File: src/rtl/bbseq_pkg.sv
package bbseq_pkg;

   // ------------------------------------------------------------
   // Qualification and cool-down counts
   // ------------------------------------------------------------
   localparam int unsigned QUAL_CYCLES  = 1024;
   localparam int unsigned QUAL_W       = 11;
   localparam int unsigned COOL_CROSS   = 32;
   localparam int unsigned COOL_W       = 6;
   localparam int unsigned REPORT_BITS  = 8;

   // ------------------------------------------------------------
   // Enable decode levels
   // ------------------------------------------------------------
   typedef enum logic [1:0] {
      EN_SHUTDOWN,
      EN_STANDBY,
      EN_ACTIVE
   } en_level_e;

   // ------------------------------------------------------------
   // Timer sequencer states
   // ------------------------------------------------------------
   typedef enum logic [1:0] {
      TMR_IDLE,
      TMR_CHARGE,
      TMR_COOL_UP,
      TMR_COOL_DOWN
   } tmr_state_e;

   // ------------------------------------------------------------
   // Register bus
   // ------------------------------------------------------------
   localparam logic [7:0]  REG_CTRL    = 8'h00;
   localparam logic [7:0]  REG_STATUS  = 8'h04;
   localparam logic [1:0]  HTRANS_NSEQ = 2'h2;
   localparam logic [1:0]  HSIZE_WORD  = 2'h2;
   localparam logic [31:0] CTRL_RESET  = 32'h0000_0000;

endpackage : bbseq_pkg

File: src/rtl/qual_counter.sv
`timescale 1ns/1ps

// Counts consecutive cycles of a condition; clears when it goes false
module qual_counter
   import bbseq_pkg::*;
#(
   parameter int unsigned COUNT = QUAL_CYCLES
) (
   // Clock and reset
   input  wire logic hclk,
   input  wire logic hresetn,
   // Condition and result
   input  wire logic clr,
   input  wire logic cond,
   output logic      done
);

   logic [QUAL_W-1:0] cnt_r;
   logic [QUAL_W-1:0] cnt_nxt;

   assign cnt_nxt = (clr || !cond) ? '0 :
                    (done ? cnt_r : cnt_r + 1'b1);
   assign done    = (cnt_r == QUAL_W'(COUNT));

   always_ff @(posedge hclk or negedge hresetn) begin
      if (!hresetn) begin
         cnt_r <= '0;
      end else begin
         cnt_r <= cnt_nxt;
      end
   end

   property p_clear_on_false;
      @(posedge hclk) disable iff (!hresetn)
      !cond |=> (cnt_r == '0);
   endproperty
   a_clear_on_false: assert property (p_clear_on_false)
      else $error("qualification count not cleared");

endmodule : qual_counter

File: src/rtl/bbseq.sv
`timescale 1ns/1ps

// Functional notes
// - Enable with first terminal undervoltage clear starts in buck mode unless force boost is set.
// - Enable with first terminal undervoltage tripped starts in boost mode.
// - Both terminal undervoltages tripped: buck, fault, soft-start low, no switching.
// - Buck goes boost on first undervoltage or qualified buck feedback overvoltage.
// - Boost goes buck on second undervoltage or qualified boost feedback overvoltage.
// - Both feedback overvoltages qualified together: buck and fault.
// - Either internal rail undervoltage forces buck and fault at once.
// - Fault output always coincides with switching stopped and soft-start pulled low.
// - Diagnostic states shift out active low, open drain, at sync rate.
// - Sync takes an external clock; static high enables spread spectrum.
// - In boost, regulation at limit plus switch drop starts timer charging.
// - Timer at top turns first protection switch off, begins cool-down.
// - Cool-down cycles timer; on 32nd downward crossing gate re-enables.
// - Enable level above threshold enables; below stops switching and switches off.
// - Enable far low turns off references: low-quiescent shutdown.
// - Second protect gate on after enable; off when disabled, faulted, negative.
// - First protect gate on after enable; off when disabled, faulted, negative.
// - Buck reverse current near equal terminals flags and opens first switch.
// - Mode line released in buck, pulled low in boost.
// - Forced boost with second undervoltage faults instead of changing mode.
module bbseq
   import bbseq_pkg::*;
#(
   parameter int unsigned QUAL_COUNT = QUAL_CYCLES,
   parameter int unsigned COOL_COUNT = COOL_CROSS
) (
   // Clock and reset
   input  wire logic        hclk,
   input  wire logic        hresetn,
   // AHB-Lite slave
   input  wire logic        hsel,
   input  wire logic [7:0]  haddr,
   input  wire logic [1:0]  htrans,
   input  wire logic        hwrite,
   input  wire logic [2:0]  hsize,
   input  wire logic [31:0] hwdata,
   input  wire logic        hready,
   output logic [31:0]      hrdata,
   output logic             hreadyout,
   output logic             hresp,
   // Enable comparators
   input  wire logic        enable_above_on,
   input  wire logic        enable_above_ref,
   // Comparators
   input  wire logic        first_terminal_undervoltage,
   input  wire logic        second_terminal_undervoltage,
   input  wire logic        boost_feedback_input,
   input  wire logic        buck_feedback_input,
   input  wire logic        gate_drive_rail_uv,
   input  wire logic        internal_logic_rail_uv,
   input  wire logic        first_terminal_negative,
   input  wire logic        second_terminal_negative,
   input  wire logic        terminals_within_margin,
   input  wire logic        input_current_negative,
   input  wire logic        boost_output_current_set,
   input  wire logic        first_switch_drop_high,
   input  wire logic        soa_timer_high,
   input  wire logic        soa_timer_low,
   // Mode line (open drain) and sync
   input  wire logic        direction_select_line_in,
   output logic             direction_select_line_out,
   output logic             direction_select_line_oe,
   input  wire logic        sync_in,
   // Control outputs
   output logic             switching_enable,
   output logic             softstart_pull_low,
   output logic             first_protect_gate,
   output logic             second_protect_gate,
   output logic             soa_timer_charge,
   output logic             soa_timer_cool_charge,
   output logic             soa_timer_cool_discharge,
   output logic             regulators_enable,
   output logic             references_enable,
   output logic             spread_spectrum_enable,
   output logic             reverse_current_flag,
   // Open-drain status pins
   output logic             fault_n_out,
   output logic             fault_n_oe,
   output logic             report_n_out,
   output logic             report_n_oe
);

   // ------------------------------------------------------------
   // Enable decode
   // ------------------------------------------------------------
   en_level_e en_level;
   logic      enabled;
   logic      enabled_r;
   logic      enable_rise;

   assign en_level    = enable_above_on  ? EN_ACTIVE :
                        enable_above_ref ? EN_STANDBY : EN_SHUTDOWN;
   assign enabled     = (en_level == EN_ACTIVE);
   assign enable_rise = enabled && !enabled_r;
   assign regulators_enable = enabled;
   assign references_enable = (en_level != EN_SHUTDOWN);

   // ------------------------------------------------------------
   // Register bus
   // ------------------------------------------------------------
   // CTRL bit0: force boost (software drives mode line low); bit1: fault clear
   logic [31:0] ctrl_r;
   logic        wr_pend_r;
   logic        rd_pend_r;
   logic [7:0]  addr_r;
   logic [31:0] rdata_r;
   logic        bus_take;
   logic        force_boost;
   logic [31:0] status_word;
   logic        fault_clear;

   // Write-one clear of a latched fault; the bit is not stored
   assign fault_clear = wr_pend_r && (addr_r == REG_CTRL) && hwdata[1];
   assign bus_take  = hsel && hready && (htrans == HTRANS_NSEQ);
   assign hreadyout = 1'b1;
   assign hresp     = 1'b0;
   assign hrdata    = rdata_r;
   assign force_boost = ctrl_r[0];

   always_ff @(posedge hclk or negedge hresetn) begin
      if (!hresetn) begin
         wr_pend_r <= 1'b0;
         rd_pend_r <= 1'b0;
         addr_r    <= '0;
      end else begin
         wr_pend_r <= bus_take && hwrite;
         rd_pend_r <= bus_take && !hwrite;
         addr_r    <= bus_take ? haddr : addr_r;
      end
   end

   always_ff @(posedge hclk or negedge hresetn) begin
      if (!hresetn) begin
         ctrl_r <= CTRL_RESET;
      end else if (wr_pend_r && addr_r == REG_CTRL) begin
         ctrl_r <= {30'h0, 1'b0, hwdata[0]};
      end
   end

   // Read data registered at address phase so it stands in the data phase
   always_ff @(posedge hclk or negedge hresetn) begin
      if (!hresetn) begin
         rdata_r <= '0;
      end else if (bus_take && !hwrite) begin
         rdata_r <= (haddr == REG_CTRL)   ? ctrl_r :
                    (haddr == REG_STATUS) ? status_word : 32'h0000_0000;
      end
   end

   // ------------------------------------------------------------
   // Mode and fault
   // ------------------------------------------------------------
   logic boost_r;
   logic boost_nxt;
   logic fault_r;
   logic fault_nxt;
   logic fb2_ov_q;
   logic fb1_ov_q;
   logic both_ov_q;
   logic rail_uv;
   logic forced_low;

   qual_counter #(.COUNT(QUAL_COUNT)) u_q_buck (
      .hclk    (hclk),
      .hresetn (hresetn),
      .clr     (!enabled),
      .cond    (buck_feedback_input && !boost_feedback_input),
      .done    (fb2_ov_q)
   );
   qual_counter #(.COUNT(QUAL_COUNT)) u_q_boost (
      .hclk    (hclk),
      .hresetn (hresetn),
      .clr     (!enabled),
      .cond    (boost_feedback_input && !buck_feedback_input),
      .done    (fb1_ov_q)
   );
   qual_counter #(.COUNT(QUAL_COUNT)) u_q_both (
      .hclk    (hclk),
      .hresetn (hresetn),
      .clr     (!enabled),
      .cond    (boost_feedback_input && buck_feedback_input),
      .done    (both_ov_q)
   );

   assign rail_uv    = gate_drive_rail_uv || internal_logic_rail_uv;
   assign forced_low = force_boost || (!direction_select_line_in && !boost_r);

   always_comb begin
      boost_nxt = boost_r;
      fault_nxt = fault_r;
      if (!enabled) begin
         boost_nxt = 1'b0;
         fault_nxt = 1'b0;
      end else if (rail_uv || both_ov_q ||
                   (first_terminal_undervoltage && second_terminal_undervoltage)) begin
         boost_nxt = 1'b0;
         fault_nxt = 1'b1;
      end else if (enable_rise) begin
         boost_nxt = first_terminal_undervoltage || force_boost;
      end else if (fault_r) begin
         // A standing rail undervoltage, dual feedback overvoltage or dual terminal undervoltage is taken above, so its set wins over a clear
         fault_nxt = !fault_clear;
      end else if (!boost_r) begin
         boost_nxt = first_terminal_undervoltage || fb2_ov_q || forced_low;
      end else if (second_terminal_undervoltage && forced_low) begin
         fault_nxt = 1'b1;
      end else if (second_terminal_undervoltage || fb1_ov_q) begin
         boost_nxt = 1'b0;
      end
   end

   always_ff @(posedge hclk or negedge hresetn) begin
      if (!hresetn) begin
         boost_r   <= 1'b0;
         fault_r   <= 1'b0;
         enabled_r <= 1'b0;
      end else begin
         boost_r   <= boost_nxt;
         fault_r   <= fault_nxt;
         enabled_r <= enabled;
      end
   end

   assign switching_enable   = enabled && !fault_r;
   assign softstart_pull_low = !switching_enable;
   assign fault_n_out        = 1'b0;
   assign fault_n_oe         = fault_r;

   assign direction_select_line_out = 1'b0;
   assign direction_select_line_oe  = boost_r;

   // ------------------------------------------------------------
   // Timer sequencer for the first protection switch
   // ------------------------------------------------------------
   tmr_state_e       tmr_r;
   tmr_state_e       tmr_nxt;
   logic [COOL_W-1:0] cool_r;
   logic [COOL_W-1:0] cool_nxt;

   always_comb begin
      tmr_nxt  = tmr_r;
      cool_nxt = cool_r;
      case (tmr_r)
         TMR_IDLE: begin
            if (boost_r && boost_output_current_set && first_switch_drop_high)
               tmr_nxt = TMR_CHARGE;
         end
         TMR_CHARGE: begin
            if (soa_timer_high) begin
               tmr_nxt  = TMR_COOL_DOWN;
               cool_nxt = '0;
            end else if (!(boost_output_current_set && first_switch_drop_high))
               tmr_nxt = TMR_IDLE;
         end
         TMR_COOL_DOWN: begin
            if (soa_timer_low) begin
               cool_nxt = cool_r + 1'b1;
               tmr_nxt  = (cool_r + 1'b1 == COOL_W'(COOL_COUNT)) ? TMR_IDLE : TMR_COOL_UP;
            end
         end
         TMR_COOL_UP: begin
            if (soa_timer_high)
               tmr_nxt = TMR_COOL_DOWN;
         end
         default: tmr_nxt = TMR_IDLE;
      endcase
      if (!enabled || !boost_r && tmr_r == TMR_CHARGE) begin
         tmr_nxt  = TMR_IDLE;
         cool_nxt = '0;
      end
   end

   always_ff @(posedge hclk or negedge hresetn) begin
      if (!hresetn) begin
         tmr_r  <= TMR_IDLE;
         cool_r <= '0;
      end else begin
         tmr_r  <= tmr_nxt;
         cool_r <= cool_nxt;
      end
   end

   assign soa_timer_charge         = (tmr_r == TMR_CHARGE);
   assign soa_timer_cool_charge    = (tmr_r == TMR_COOL_UP);
   assign soa_timer_cool_discharge = (tmr_r == TMR_COOL_DOWN);

   // ------------------------------------------------------------
   // Protection gates
   // ------------------------------------------------------------
   logic cooling;

   assign cooling = (tmr_r == TMR_COOL_UP) || (tmr_r == TMR_COOL_DOWN);
   assign reverse_current_flag = enabled && !boost_r && terminals_within_margin &&
                                 input_current_negative;
   assign first_protect_gate  = enabled && !fault_r && !first_terminal_negative &&
                                !cooling && !reverse_current_flag;
   assign second_protect_gate = enabled && !fault_r && !second_terminal_negative;

   // ------------------------------------------------------------
   // Sync and report stream
   // ------------------------------------------------------------
   logic                   sync_r;
   logic                   sync_edge;
   logic                   sync_static;
   logic [REPORT_BITS-1:0] rep_r;
   logic [2:0]             rep_idx_r;
   logic [REPORT_BITS-1:0] diag;

   assign diag = {rail_uv, boost_r, fault_r, cooling, reverse_current_flag,
                  second_terminal_undervoltage, first_terminal_undervoltage, enabled};
   assign sync_edge = sync_in && !sync_r;

   // Static high spreads
   // A high held through a full window counts as static; a sync clock whose
   // high phase outlasts the window would be taken for a static level
   qual_counter #(.COUNT(QUAL_COUNT)) u_q_sync (
      .hclk    (hclk),
      .hresetn (hresetn),
      .clr     (1'b0),
      .cond    (sync_in),
      .done    (sync_static)
   );
   assign spread_spectrum_enable = sync_static;

   always_ff @(posedge hclk or negedge hresetn) begin
      if (!hresetn) begin
         sync_r      <= 1'b0;
         rep_r       <= '0;
         rep_idx_r   <= '0;
      end else begin
         sync_r      <= sync_in;
         if (sync_edge) begin
            rep_idx_r <= rep_idx_r + 1'b1;
            rep_r     <= (rep_idx_r == '0) ? diag : {1'b0, rep_r[REPORT_BITS-1:1]};
         end
      end
   end

   assign report_n_out = 1'b0;
   assign report_n_oe  = rep_r[0];
   assign status_word  = {16'h0, diag, 4'h0, tmr_r, boost_r, fault_r};

   // ------------------------------------------------------------
   // Checks
   // ------------------------------------------------------------
   property p_fault_halts;
      @(posedge hclk) disable iff (!hresetn)
      fault_n_oe |-> !switching_enable && softstart_pull_low;
   endproperty
   a_fault_halts: assert property (p_fault_halts)
      else $error("fault without halt");

   property p_rail_uv;
      @(posedge hclk) disable iff (!hresetn)
      enabled && rail_uv ##1 enabled |-> fault_r && !boost_r;
   endproperty
   a_rail_uv: assert property (p_rail_uv)
      else $error("rail undervoltage not faulted");

   property p_disable_reset;
      @(posedge hclk) disable iff (!hresetn)
      !enabled |=> !fault_r && !boost_r;
   endproperty
   a_disable_reset: assert property (p_disable_reset)
      else $error("disable did not reset mode");

   property p_mode_line;
      @(posedge hclk) disable iff (!hresetn)
      direction_select_line_oe == boost_r;
   endproperty
   a_mode_line: assert property (p_mode_line)
      else $error("mode line drive mismatch");

   property p_gate2_off;
      @(posedge hclk) disable iff (!hresetn)
      (!enabled || fault_r || second_terminal_negative) |-> !second_protect_gate;
   endproperty
   a_gate2_off: assert property (p_gate2_off)
      else $error("second gate on when off required");

   property p_gate1_off;
      @(posedge hclk) disable iff (!hresetn)
      (!enabled || fault_r || first_terminal_negative) |-> !first_protect_gate;
   endproperty
   a_gate1_off: assert property (p_gate1_off)
      else $error("first gate on when off required");

   property p_rev_cur;
      @(posedge hclk) disable iff (!hresetn)
      reverse_current_flag |-> !boost_r && !first_protect_gate;
   endproperty
   a_rev_cur: assert property (p_rev_cur)
      else $error("reverse current not blocked");

   property p_timer_trip;
      @(posedge hclk) disable iff (!hresetn)
      enabled && boost_r && soa_timer_charge && soa_timer_high
         ##1 enabled |-> !first_protect_gate;
   endproperty
   a_timer_trip: assert property (p_timer_trip)
      else $error("timer trip did not open switch");

   property p_both_uv;
      @(posedge hclk) disable iff (!hresetn)
      enabled && !rail_uv && first_terminal_undervoltage && second_terminal_undervoltage
         ##1 enabled |-> fault_n_oe;
   endproperty
   a_both_uv: assert property (p_both_uv)
      else $error("both undervoltage not faulted");

   c_boost: cover property (@(posedge hclk) disable iff (!hresetn) $rose(boost_r));
   c_fault: cover property (@(posedge hclk) disable iff (!hresetn) $rose(fault_r));
   c_cool:  cover property (@(posedge hclk) disable iff (!hresetn) $rose(cooling));
   c_rev:   cover property (@(posedge hclk) disable iff (!hresetn) reverse_current_flag);

endmodule : bbseq

File: config.mk
export PLATFORM = sky130hd
export DESIGN_NAME = bbseq
export DESIGN_NICKNAME = d
export VERILOG_FILES = /design/src/rtl/bbseq_pkg.sv /design/src/rtl/qual_counter.sv /design/src/rtl/bbseq.sv
export SDC_FILE = /design/constraint.sdc
export NUM_CORES = 1
export LEC_CHECK = 0
export ABC_CLOCK_PERIOD_IN_PS = 1700
export BUFFER_PORTS_ARGS = -buffer_cell sky130_fd_sc_hd__buf_2
export CAP_MARGIN = 20
export CELL_PAD_IN_SITES_DETAIL_PLACEMENT = 0
export CELL_PAD_IN_SITES_GLOBAL_PLACEMENT = 2
export CORE_MARGIN = 2
export CORE_UTILIZATION = 29
export CTS_CLUSTER_SIZE = 12
export DETAILED_ROUTE_END_ITERATION = 6
export GPL_ROUTABILITY_DRIVEN = 0
export PLACE_DENSITY_LB_ADDON = 0.1
export SLEW_MARGIN = 20
export SYNTH_ARGS = -nofsm -noshare
export SYNTH_HDL_FRONTEND = slang
export SYNTH_SLANG_ARGS = --single-unit
File: constraint.sdc
create_clock -name hclk -period 1.7 [get_ports hclk]
set_clock_uncertainty 0.2 [all_clocks]
set_input_delay 0.085 -clock hclk [delete_from_list [all_inputs] [get_ports hclk]]
set_output_delay 0.085 -clock hclk [all_outputs]
set_load 0.01 [all_outputs]
==> results.yml <==
sta:
  rsz0062_at_grt: "yes"
  max_clock_freq_mhz: 563
  total_negative_setup_slacks_ns: -0.0997
  timing.final.crit_share_pct: 104
  final_max_slew_viol_count: 0
  slew_headroom_pct: 65.1
  whs_ns: -0.0234
  post-route-min-period_ns: 1.78
  worst_pin_slew_ns: 0.523
  final-setup-viol-count: 2
  timing_hold_violations_final: 3
  final.setup.worst_slack_ns: -0.0755
layout:
  area_delta_synth_final_pct: 33.3
  fillerInstances: 1514
  finalNonFillerCells: 777
  num_antenna_cells: 0
  nNetsFinal: 663
  layout-drive-gt1-share_pct: 29.7
detailed_routing:
  routed_wire_length_per_instance_um: 14.7
  drc: 0
  dr.first_iter.drc_count: 127
  post_drt_via_cell_ratio: 4.66
  postRouteWirelength_um: 11400
  drt_pass1_iterations: 4
  ant_nets: 0
  detailroute.via_count: 3620
placement:
  placedCellCount: 736
  placement.setup.worst_slack_ns: -0.0975
  detailedPlacementHpwl_um: 8060
  place.port_buffers: 60
global_route:
  first_pass_grt_wire_length_um: 18800
  grt_antenna_before_repair: 0
  grt_start_max_net_pins: 33
  first_global_vias: 3662
  track_usage_pct: 14.5
  grt-ovfl-total: 0
status:
  failed_checks: "negative hold slack, negative setup slack"
  run_status: "finished, violations left"
logic_synthesis:
  synth_enable_flop_cells: 0
  synthesis.area_per_instance_um2: 10.1
  synth_top_area_cell: "dfrtp_1"
  yosys.cell_types.count: 49
  ys_seq_elements: 88
  mappedNetlistArea_mm2: 0.00452
  synth-warning-count: 0
  synth_largest_type_area_fraction_pct: 48.7
  synth_sequential_area_ratio_pct: 48.7
  ys_dominant_reg_cell: "dfrtp_1"
  post_synthesis_cells: 448
  post_synth_main_area_contributors: "dfrtp_1 49%, xor2_1 4.8%, buf_4 4.3%"
  asyncSetResetFlopFracSynth_pct: 100
worst_setup_path:
  worstSetupPathType: "reg -> out"
  r2r_slack_ns: -0.02
  end_kind: "primary output"
  crit_arrival_ns: 1.49
  endpoint_required_time_on_the_critical_path_ns: 1.41
  worstPathMaxFanout: 2
  critical_path.startpoint_type: "register"
clock_tree:
  clock_tree.buffer_depth: 2
  worst_setup_hold_path_clk_slew_ns: 0.06
  numCtsBuffers: 9
  cts_tree: "yes"
  clk_root_buffer_cell: "clkbuf_16"
  worstSkewPairLatency_ns: 0.34
  ctsHtreeMaxLevel: 3
  cts_num_sinks: 88
pwr:
  power_density_mw_per_mm2: 816
  power.leakage_nw: 2.86
  peakVddDrop_mv: 0.419
die:
  die_h_um: 129
  dieArea_mm2: 0.0166
  design.core.area_mm2: 0.0152
  die_w_um: 129
  initial_core_utilization_pct: 29.8
  num_rows: 45
  floorplan.io_pins: 119
hold_path:
  min_path_type: "in -> reg"
job:
  max_cap_violations: 0
[flip-flops by register name, summed over array words and instances, names as in the netlist]
| name | flops |
|---|---|
| hrdata | 11 |
| u_q_boost.cnt_r | 11 |
| u_q_both.cnt_r | 11 |
| u_q_buck.cnt_r | 11 |
| u_q_sync.cnt_r | 11 |
| addr_r | 8 |
| rep_r | 8 |
| cool_r | 6 |
| rep_idx_r | 3 |
| tmr_r | 2 |
| ctrl_r | 1 |
| direction_select_line_oe | 1 |
| enabled_r | 1 |
| fault_n_oe | 1 |
| sync_r | 1 |
| wr_pend_r | 1 |
[cell usage in the layout, fill, tap and decap left out, types with 5 or more instances in the layout]
cell type / n
nor2_1: 41
o21ai_0: 19
nand2b_1: 11
and3_1: 6
buf_4: 56
xor2_1: 25
buf_6: 6
dlygate4sd3_1: 20
ha_1: 8
nor4_1: 5
clkbuf_16: 9
conb_1: 25
dfrtp_1: 86
and2_1: 10
nand4_1: 19
mux2_2: 10
inv_1: 17
a22o_1: 9
a21oi_1: 6
nand2_1: 30
nand3_1: 14
buf_2: 58
nand3b_1: 7
xnor2_1: 11
mux2i_1: 9
[per-stage QoR]
| stage | total power, mW | instance area [µm²] | hold slack (ns) | util (%) |
|---|---|---|---|---|
| after floorplan | 2.81 | 4610 | -0.411 | - |
| after global placement | 3.04 | 5360 | -0.129 | 35.3 |
| after detailed placement | 3.05 | 5360 | -0.128 | 35.3 |
| after CTS | 5.01 | 5920 | -0.0455 | 38.9 |
| after global routing | 5.23 | 6030 | 0.0193 | 39.7 |
| final | 4.92 | 6030 | -0.0234 | 39.7 |
[synthesized netlist by cell type (all sizes together), types with 2 or more instances]
cell and count:
a211oi 2, a21boi 2, a21oi 6, a22o 9, a31oi 5, and2 10, and3 7, and4 5
buf 30, clkbuf 11, conb 2, dfrtp 88, ha 11, inv 18, mux2 10, mux2i 10
nand2 30, nand2b 11, nand3 16, nand3b 7, nand4 19, nand4b 3, nor2 41, nor2b 4
nor3 6, nor4 11, o21ai 20, o31ai 2, or3 3, xnor2 12, xor2 25
[cells by family (layout without fill, tap and decap cells)]
logic type,Yosys count,after routing,synth area share (%)
AO/OA/AOI/OAI,53,53,7.72
XOR/XNOR,37,37,7.16
adder cells (fa/ha/maj),11,11,3.04
buffers and inverters,59,177,7.27
flip-flops,88,88,48.7
multiplexers,20,20,4.70
other,2,25,0.166
AND/OR/NAND/NOR,178,178,21.3
[routing by layer]
layer	global-route usage [%]	part of all wire [%]	vias up
met4	5.50	1.8	0
met5	0	0	-
li1	-	-	1781
met1	19.2	48	1758
met2	23.2	47	66
met3	3.53	3.5	15
[path summary, 6_finish.rpt]
check,to,cells after the start,from
min in group asynchronous,hrdata[12]$_DFFE_PN0P_,2,hresetn
max reg2reg,u_q_sync.cnt_r[0]$_DFFE_PN0P_,6,u_q_sync.cnt_r[8]$_DFFE_PN0P_
max,spread_spectrum_enable,5,u_q_sync.cnt_r[8]$_DFFE_PN0P_
min,fault_n_oe$_DFFE_PN0P_,4,hwdata[1]
min reg2reg,rep_idx_r[2]$_DFFE_PN0P_,1,rep_idx_r[2]$_DFFE_PN0P_
max in group asynchronous,u_q_both.cnt_r[4]$_DFFE_PN0P_,3,hresetn
[timing repair]
action / 4_1_cts / 5_1_grt
setup endpoints to repair: 4 / 35
hold buffers: 20 / 3
hold endpoints to repair: 123 / 3
gates resized for setup: 12 / 27
buffers inserted: 4 / 1
pin swaps: 6 / 7
cloned: 0 / 1
[power by group]
group / leakage, nW / internal, mW / switching, mW
registers: 1.19 / 2.27 / 0.106
logic: 1.54 / 0.343 / 0.362
clock network: 0.130 / 1.03 / 0.815
total: 2.86 / 3.64 / 1.28
[final cells by class]
cell class / count / area [µm²] / share of cell area, %
clock buffer: 13 / 250 / 4.15
inverter: 18 / 67.6 / 1.12
tap: 188 / 235 / 3.90
timing repair buffer: 143 / 1040 / 17.2
multi-input combinational: 324 / 2220 / 36.8
sequential: 88 / 2200 / 36.5
clock inverter: 3 / 17.5 / 0.290
[critical path, cell delays in order (launching register included)]
cell	delay, ns
dfrtp_1	0.39
nor4_2	0.31
nand4_1	0.16
buf_6	0.15
inv_2	0.04
buf_6	0.09
(Power assumes the default switching activity.)
